`src/smbus_cfg_regs.svh`:
```
// offsets, field positions, reset values and bus addresses of the config port
// assumes inclusion by bare name from the design module
`ifndef SMBUS_CFG_REGS_SVH
`define SMBUS_CFG_REGS_SVH

`define CFG_WRITE_ADDR      8'hD2
`define CFG_READ_ADDR       8'hD3
`define CFG_BYTE0_OFFSET    8'h00
`define CFG_BYTE1_OFFSET    8'h01
`define CFG_COUNT_OFFSET    8'h08
`define CFG_LINK_TYPE_BIT   7
`define CFG_STORAGE_BIT     6
`define CFG_REF_HI_BIT      5
`define CFG_REF_LO_BIT      3
`define CFG_USB_HI_BIT      2
`define CFG_USB_LO_BIT      1
`define CFG_SPREAD_BIT      0
`define CFG_BYTE0_RESET     6'h3E
`define CFG_BYTE1_RESET     8'hFF
`define CFG_COUNT_RESET     8'h00
`define CFG_DEFAULT_READ_COUNT 8'h02
`define CFG_STRAP_SETTLE    2'h3

`endif

```
`src/smbus_cfg_pkg.sv`:
```
// types shared by the config port
// assumes nothing beyond a SystemVerilog compiler
package smbus_cfg_pkg;
    typedef enum logic [2:0] {ST_IDLE, ST_RX, ST_RXACK, ST_TX, ST_TXACK} port_state_t;
    typedef enum logic [1:0] {PH_ADDR, PH_INDEX, PH_COUNT, PH_DATA} byte_phase_t;
    typedef struct packed {
        logic [2:0] referenceEnable;  // [2] out0, [1] out1, [0] out2
        logic [1:0] usbEnable;        // [1] clock1, [0] clock0
        logic [7:0] sourcePairEnable; // bit n for pair n
        logic       spreadEnable;
    } clock_enables_t;
endpackage : smbus_cfg_pkg

```
`src/smbus_indexed_block_config_port.sv`:
```
// management bus slave holding configuration bytes 0, 1 and the read count byte 8
// assumes scl and sda arrive asynchronously; sda is open drain, resolved outside
// assumes outputLowPhase levels come from the clock outputs, asynchronous to mclk
//
// What this block does
// - data stored at consecutive indexes, each acked
// - acknowledge every received byte except a foreign address, before next
// - read address acknowledged after repeated start
// - byte count sent first on reads
// - then consecutive bytes from loaded index
// - byte 8 sets the reported count, reads run to host nack
// - release data line on host not-acknowledge
// - byte 0 bit 7 latched link strap
// - byte 0 bit 6 latched storage strap
// - reference and usb enables default one
// - spread enable bit 0 defaults off
// - byte 1 source pair enables, default one
module smbus_indexed_block_config_port (
    input  wire logic                          mclk,            // 200 MHz system clock
    input  wire logic                          reset_n,         // async reset, active low
    input  wire logic                          sclIn,           // bus clock pin
    input  wire logic                          sdaIn,           // bus data pin level
    input  wire logic                          linkTypeStrap,   // link clock type strap pin
    input  wire logic                          storageSelStrap, // storage pair strap pin
    input  wire logic [12:0]                   outputLowPhase,  // high while that output is low
    output logic                               sdaOut,          // data pin drive value
    output logic                               sdaOe,           // data pin pulled low when high
    output smbus_cfg_pkg::clock_enables_t      enables          // output enables, gated except spreadEnable
);
    import smbus_cfg_pkg::*;
    `include "smbus_cfg_regs.svh"

    ////////////////////////////////////////////////////////////////////////////
    // reset release and input synchronisers
    logic        rstMeta;
    logic        rstSync;
    logic [1:0]  sclPipe;
    logic [1:0]  sdaPipe;
    logic [1:0]  strapMeta;
    logic [1:0]  strapSync;
    logic [12:0] lowMeta;
    logic [12:0] lowPhase;
    logic        sclPrev;
    logic        sdaPrev;

    always_ff @(posedge mclk or negedge reset_n)
    begin
        if (!reset_n)
        begin
            rstMeta <= 1'b0;
            rstSync <= 1'b0;
        end
        else
        begin
            rstMeta <= 1'b1;
            rstSync <= rstMeta;
        end
    end

    always_ff @(posedge mclk or negedge rstSync)
    begin
        if (!rstSync)
        begin
            sclPipe   <= 2'h3;
            sdaPipe   <= 2'h3;
            sclPrev   <= 1'b1;
            sdaPrev   <= 1'b1;
            strapMeta <= 2'h0;
            strapSync <= 2'h0;
            lowMeta   <= 13'h0;
            lowPhase  <= 13'h0;
        end
        else
        begin
            sclPipe   <= {sclPipe[0], sclIn};
            sdaPipe   <= {sdaPipe[0], sdaIn};
            sclPrev   <= sclPipe[1];
            sdaPrev   <= sdaPipe[1];
            strapMeta <= {linkTypeStrap, storageSelStrap};
            strapSync <= strapMeta;
            lowMeta   <= outputLowPhase;
            lowPhase  <= lowMeta;
        end
    end

    logic sclS;
    logic sdaS;
    logic sclRise;
    logic sclFall;
    logic startDet;
    logic stopDet;

    assign sclS     = sclPipe[1];
    assign sdaS     = sdaPipe[1];
    assign sclRise  = sclS & ~sclPrev;
    assign sclFall  = ~sclS & sclPrev;
    assign startDet = sclS & sclPrev & sdaPrev & ~sdaS;
    assign stopDet  = sclS & sclPrev & ~sdaPrev & sdaS;

    ////////////////////////////////////////////////////////////////////////////
    // strap capture after reset release, once the synchronisers have filled
    logic [1:0] strapCnt;
    logic [1:0] next_strapCnt;
    logic [1:0] strapLatch;
    logic [1:0] next_strapLatch;
    logic       strapDone;

    assign strapDone = (strapCnt == `CFG_STRAP_SETTLE);

    always_comb
    begin
        next_strapCnt   = strapCnt;
        next_strapLatch = strapLatch;
        if (!strapDone)
        begin
            next_strapCnt = strapCnt + 2'h1;
            if (strapCnt == `CFG_STRAP_SETTLE - 2'h1)
                next_strapLatch = strapSync;
        end
    end

    always_ff @(posedge mclk or negedge rstSync)
    begin
        if (!rstSync)
        begin
            strapCnt   <= 2'h0;
            strapLatch <= 2'h0;
        end
        else
        begin
            strapCnt   <= next_strapCnt;
            strapLatch <= next_strapLatch;
        end
    end

    ////////////////////////////////////////////////////////////////////////////
    // protocol sequencing and configuration storage
    port_state_t state;
    port_state_t next_state;
    byte_phase_t phase;
    byte_phase_t next_phase;
    logic [3:0]  bitCnt;
    logic [3:0]  next_bitCnt;
    logic [7:0]  shift;
    logic [7:0]  next_shift;
    logic [7:0]  pointer;
    logic [7:0]  next_pointer;
    logic [7:0]  remaining;
    logic [7:0]  next_remaining;
    logic        readMode;
    logic        next_readMode;
    logic        next_sdaOe;
    logic [5:0]  cfg0;
    logic [5:0]  next_cfg0;
    logic [7:0]  cfg1;
    logic [7:0]  next_cfg1;
    logic [7:0]  cfg8;
    logic [7:0]  next_cfg8;
    logic        cfg8Written;
    logic        next_cfg8Written;
    logic [7:0]  readCount;

    assign readCount = cfg8Written ? cfg8 : `CFG_DEFAULT_READ_COUNT;

    function automatic logic [7:0] readByte(input logic [7:0] idx);
        unique case (idx)
            `CFG_BYTE0_OFFSET: readByte = {strapLatch, cfg0};
            `CFG_BYTE1_OFFSET: readByte = cfg1;
            `CFG_COUNT_OFFSET: readByte = cfg8;
            default:           readByte = 8'h00;
        endcase
    endfunction : readByte

    always_comb
    begin
        next_state       = state;
        next_phase       = phase;
        next_bitCnt      = bitCnt;
        next_shift       = shift;
        next_pointer     = pointer;
        next_remaining   = remaining;
        next_readMode    = readMode;
        next_sdaOe       = sdaOe;
        next_cfg0        = cfg0;
        next_cfg1        = cfg1;
        next_cfg8        = cfg8;
        next_cfg8Written = cfg8Written;
        if (startDet)
        begin
            next_state  = ST_RX;
            next_phase  = PH_ADDR;
            next_bitCnt = 4'h0;
            next_sdaOe  = 1'b0;
        end
        else if (stopDet)
        begin
            next_state = ST_IDLE;
            next_sdaOe = 1'b0;
        end
        else
        begin
            unique case (state)
                ST_IDLE: ;
                ST_RX:
                    if (sclRise)
                    begin
                        next_shift  = {shift[6:0], sdaS};
                        next_bitCnt = bitCnt + 4'h1;
                    end
                    else if (sclFall && bitCnt == 4'h8)
                    begin
                        next_state  = ST_RXACK;
                        next_sdaOe  = 1'b1;
                        next_bitCnt = 4'h0;
                        unique case (phase)
                            PH_ADDR:
                                if (shift == `CFG_WRITE_ADDR)
                                begin
                                    next_readMode = 1'b0;
                                    next_phase    = PH_INDEX;
                                end
                                else if (shift == `CFG_READ_ADDR)
                                    next_readMode = 1'b1;
                                else
                                begin
                                    next_state = ST_IDLE;
                                    next_sdaOe = 1'b0;
                                end
                            PH_INDEX:
                            begin
                                next_pointer = shift;
                                next_phase   = PH_COUNT;
                            end
                            PH_COUNT:
                            begin
                                next_remaining = shift;
                                next_phase     = PH_DATA;
                            end
                            PH_DATA:
                                if (remaining != 8'h00)
                                begin
                                    unique case (pointer)
                                        `CFG_BYTE0_OFFSET: next_cfg0 = shift[5:0];
                                        `CFG_BYTE1_OFFSET: next_cfg1 = shift;
                                        `CFG_COUNT_OFFSET:
                                        begin
                                            next_cfg8        = shift;
                                            next_cfg8Written = 1'b1;
                                        end
                                        default: ;
                                    endcase
                                    next_pointer   = pointer + 8'h01;
                                    next_remaining = remaining - 8'h01;
                                end
                        endcase
                    end
                ST_RXACK:
                    if (sclFall)
                    begin
                        if (readMode)
                        begin
                            next_state = ST_TX;
                            next_shift = readCount;
                            next_sdaOe = ~readCount[7];
                        end
                        else
                        begin
                            next_state = ST_RX;
                            next_sdaOe = 1'b0;
                        end
                    end
                ST_TX:
                    if (sclFall)
                    begin
                        if (bitCnt == 4'h7)
                        begin
                            next_state = ST_TXACK;
                            next_sdaOe = 1'b0;
                        end
                        else
                        begin
                            next_shift  = {shift[6:0], 1'b0};
                            next_sdaOe  = ~shift[6];
                            next_bitCnt = bitCnt + 4'h1;
                        end
                    end
                ST_TXACK:
                    if (sclRise)
                    begin
                        if (sdaS)
                            next_state = ST_IDLE;
                        else
                        begin
                            next_shift   = readByte(pointer);
                            next_pointer = pointer + 8'h01;
                            next_bitCnt  = 4'h0;
                        end
                    end
                    else if (sclFall && bitCnt == 4'h0)
                    begin
                        next_state = ST_TX;
                        next_sdaOe = ~shift[7];
                    end
            endcase
        end
    end

    always_ff @(posedge mclk or negedge rstSync)
    begin
        if (!rstSync)
        begin
            state       <= ST_IDLE;
            phase       <= PH_ADDR;
            bitCnt      <= 4'h0;
            shift       <= 8'h00;
            pointer     <= 8'h00;
            remaining   <= 8'h00;
            readMode    <= 1'b0;
            sdaOe       <= 1'b0;
            cfg0        <= `CFG_BYTE0_RESET;
            cfg1        <= `CFG_BYTE1_RESET;
            cfg8        <= `CFG_COUNT_RESET;
            cfg8Written <= 1'b0;
        end
        else
        begin
            state       <= next_state;
            phase       <= next_phase;
            bitCnt      <= next_bitCnt;
            shift       <= next_shift;
            pointer     <= next_pointer;
            remaining   <= next_remaining;
            readMode    <= next_readMode;
            sdaOe       <= next_sdaOe;
            cfg0        <= next_cfg0;
            cfg1        <= next_cfg1;
            cfg8        <= next_cfg8;
            cfg8Written <= next_cfg8Written;
        end
    end

    assign sdaOut = 1'b0;

    ////////////////////////////////////////////////////////////////////////////
    // enables except spread follow the register only while the affected output sits low
    logic [12:0] wantEnable;
    logic [12:0] gatedEnable;

    assign wantEnable = {cfg0[`CFG_REF_HI_BIT:`CFG_USB_LO_BIT], cfg1};

    genvar g;
    generate
        for (g = 0; g < 13; g++)
        begin : gate_g
            always_ff @(posedge mclk or negedge rstSync)
            begin
                if (!rstSync)
                    gatedEnable[g] <= 1'b1;
                else if (lowPhase[g])
                    gatedEnable[g] <= wantEnable[g];
            end
        end
    endgenerate

    assign enables.referenceEnable  = gatedEnable[12:10];
    assign enables.usbEnable        = gatedEnable[9:8];
    assign enables.sourcePairEnable = gatedEnable[7:0];
    assign enables.spreadEnable     = cfg0[`CFG_SPREAD_BIT];

    wire rxByteEnd = state == ST_RX && sclFall && bitCnt == 4'h8;
endmodule : smbus_indexed_block_config_port

```
`config.mk`:
```
export PLATFORM = sky130hd
export DESIGN_NAME = smbus_indexed_block_config_port
export DESIGN_NICKNAME = d
export VERILOG_FILES = /design/src/smbus_cfg_pkg.sv /design/src/smbus_indexed_block_config_port.sv
export VERILOG_INCLUDE_DIRS = /design/src
export SDC_FILE = /design/constraint.sdc
export NUM_CORES = 1
export LEC_CHECK = 0
export ABC_AREA = 1
export BUFFER_PORTS_ARGS = -buffer_cell sky130_fd_sc_hd__buf_2
export CORE_ASPECT_RATIO = 0.5
export CORE_MARGIN = 2
export CORE_UTILIZATION = 47
export CTS_CLUSTER_SIZE = 14
export DETAILED_ROUTE_END_ITERATION = 10
export GPL_TIMING_DRIVEN = 0
export SYNTH_ARGS = -nofsm -noshare
export SYNTH_HDL_FRONTEND = slang
export SYNTH_SLANG_ARGS = --single-unit
```
`constraint.sdc`:
```
create_clock -name mclk -period 9.4 [get_ports mclk]
set_input_delay 1.88 -clock mclk [delete_from_list [all_inputs] [get_ports mclk]]
set_output_delay 1.88 -clock mclk [all_outputs]
set_load 0.01 [all_outputs]
```
==> impl_metrics.toml <==
[power_and_ir_drop]
powerDensity_nw_per_um2 = 217
p_leak_uw = 0.00306
power_uw = 1390
ir_drop_uv = 127

[routing]
drtAntennaViolNets = 0
totalWireLength_mm = 12.0
first_iter_violations = 370
firstDrtPassIters = 5
wl_per_cell_um = 14.7
drc_errors = 0
vias = 4126
viasPerCell = 5.04

[synth]
syn_area_um2 = 5410
async_flop_share_pct = 100
syn_inst = 608
synth.distinct_cells = 34
synth_edf_count = 0
yosys_warnings = 0
syn-num-nets = 641
ys_ff_latch = 113
ys.flop_type = "dfrtp_1"
syn_avg_cell_area_um2 = 8.90
synth-seq-area-share_pct = 53.0

[worst_hold_path]
hold_start = "strapMeta[1]"
whs_endpoint = "strapSync[1]"
hold_path.class = "flip-flop to flip-flop"
min_path_cells = 0

[setup_path]
ff2ff_setup_slack_ps = 7410
start_kind = "flip-flop"
arrival_ps = 1070
reg2reg_to = "pointer[4]"
reg2reg_depth = 10
end_kind = "output pin"
worstSetupPathType = "flip-flop to output pin"
path_max_fanout = 3
rr_startpoint = "sdaPipe[1]"
required_ps = 7520

[timing]
final_hold_viol_count = 0
setup_viol = 0
setup_tns_ps = 0
rsz0062_at_grt = "false"
period_needed_ps = 2950
worst_pin_slew_ps = 799
fmaxAchievable_ghz = 0.338
skew_ps = 19.5
drv_slew = 0
max_slew_margin_pct = 46.7
final.period_utilization_pct = 31.4

[final_layout]
multi_input_area_um2 = 2250
nFillCells = 955
seqCellArea_um2 = 2870
drive_gt1_share_pct = 22.7
syn2layout_area_growth_pct = 18.7
nets = 694
diodes = 0

[grt]
grt_pass1_vias = 3952
grt_pass1_wl_mm = 20.1
grt_overflow = 0
antenna_found_initial = 0
grt.total_usage_pct = 21.3
grt_max_degree = 63

[placed_design]
numPortBuffers = 33
finalWeightedCongestion = 0.863
hpwlAfterDp_mm = 8.31

[floorplanning]
die_w_um = 156
die_y_um = 79.9
core.rowCount = 27
ioPinCount = 35
die_area_um2 = 12400
core-area_um2 = 11100
start_util_pct = 48.7

[clock_network]
postCtsHoldBufs = 0
clockRootBuffer = "clkbuf_16"
cts.sinks = 113
cts-buffers-inserted = 17
cts.clk_slew.worst_paths_ps = 60
clock_latency_ps = 420
cts_buffer_depth = 2
cts_tree = "done"
cts_resized = 0
htreeDepth = 4
postCtsSetupBuffers = 0

[status]
outcome = "finished, final reports clean"

[flow_run]
max-cap-violations = 0
## layout by cell type (no fill, tap or decap), drive strengths merged
cell type / Yosys / layout
a21oi: 15 / 15
buf: 11 / 45
bufinv: 0 / 4
clkbuf: 1 / 19
clkinv: 0 / 5
clkinvlp: 0 / 2
conb: 2 / 2
dfrtp: 81 / 81
dfstp: 32 / 32
ha: 14 / 14
inv: 54 / 57
mux2: 13 / 13
nand2: 180 / 180
nand3: 48 / 48
nand3b: 1 / 1
nand4: 9 / 9
nor2: 55 / 55
nor3: 6 / 6
nor3b: 1 / 1
o2111ai: 1 / 1
o211ai: 1 / 1
o21ai: 66 / 66
o22ai: 5 / 5
or2: 1 / 1
xnor2: 4 / 4
xor2: 7 / 7
## metal layers
| layer | vias up | part of all wire [%] | GRT usage (%) |
|---|---|---|---|
| li1 | 2091 | - | - |
| met1 | 1924 | 52 | 31.7 |
| met2 | 105 | 43 | 30.5 |
| met3 | 6 | 5.0 | 5.21 |
| met4 | 0 | 0.47 | 6.79 |
| met5 | - | 0 | 0 |
## sequential cells by signal, indices dropped and copies added (netlist names), 8 cells and up
signal and count:
cfg1 8, lowPhase 13, cfg8 8, lowMeta 13, enables 13, pointer 8
remaining 8, shift 8
## worst max-delay path by stage
stage,startpoint,slack (ps),end
floorplan,rstSync,6070,bitCnt[0]
global placement,rstSync,4840,bitCnt[1]
detailed placement,enables[12],6880,enables[12]
CTS,enables[12],6430,enables[12]
global route,cfg0[0],6410,enables[0]
finish,cfg0[0],6450,enables[0]
## final cells by class
type | instances | share of cell area, %
Sequential cell | 113 | 44.7
Multi-Input combinational cell | 429 | 35.0
Clock buffer | 18 | 6.68
Clock inverter | 14 | 3.19
Inverter | 54 | 3.16
Timing Repair Buffer | 34 | 3.00
Tap cell | 145 | 2.82
Buffer | 12 | 1.42
## worst max-delay path, cell delays in order (launching register included)
cell	delay, ps
dfrtp_1	390
buf_4	140
buf_2	130
## cell usage after synthesis (2+ instances only)
| cell type | n | share of area [%] |
|---|---|---|
| o21ai_1 | 7 | 0.65 |
| buf_2 | 4 | 0.37 |
| o22ai_1 | 5 | 0.58 |
| nand4_1 | 7 | 0.81 |
| nand2_2 | 6 | 0.69 |
| mux2_2 | 13 | 2.7 |
| xor2_1 | 7 | 1.1 |
| o21ai_0 | 56 | 5.2 |
| nor3_1 | 6 | 0.55 |
| dfstp_2 | 32 | 16 |
| a21oi_1 | 15 | 1.4 |
| buf_4 | 3 | 0.42 |
| conb_1 | 2 | 0.14 |
| dfrtp_1 | 81 | 37 |
| xnor2_1 | 4 | 0.65 |
| nor2_4 | 8 | 1.7 |
| o21ai_2 | 3 | 0.49 |
| nor2_1 | 46 | 3.2 |
| ha_1 | 14 | 3.2 |
| nand2_1 | 174 | 12 |
| nand3_1 | 45 | 4.2 |
| inv_1 | 47 | 3.3 |
| inv_2 | 7 | 0.49 |
| buf_6 | 4 | 0.83 |
| nand4_4 | 2 | 0.79 |
| nand3_2 | 2 | 0.37 |
## metrics by stage
step                worst slack [ps]  hold WS [ps]  area, um^2  utilization [%]  instances
detailed placement              6880           335        5790             52.1        787
CTS                             6430           343        6420             57.8        819
global placement                4840           332        5760             51.8        786
finish                          6450           343        6420             57.8        819
global route                    6410           344        6420             57.8        819
floorplan                       6070           331        5410                -        608
## report_power, final
| part | total, uW | switching (uW) | internal [uW] |
|---|---|---|---|
| sequential | 541 | 27.5 | 514 |
| clock | 693 | 245 | 448 |
| combinational | 159 | 109 | 49.8 |
| total | 1390 | 382 | 1010 |
## logic make-up (layout without fill, tap and decap cells)
logic type               Yosys count  in the layout  share of synthesized area (%)
multiplexers                      13             13                           2.71
AND/OR/NAND/NOR                  301            301                           25.1
buffers and inverters             66            132                           5.43
flip-flops                       113            113                           53.0
adder cells (fa/ha/maj)           14             14                           3.24
XOR/XNOR                          11             11                           1.78
AO/OA/AOI/OAI                     88             88                           8.58
other                              2              2                          0.139
Power figures use the tool's default switching activity.
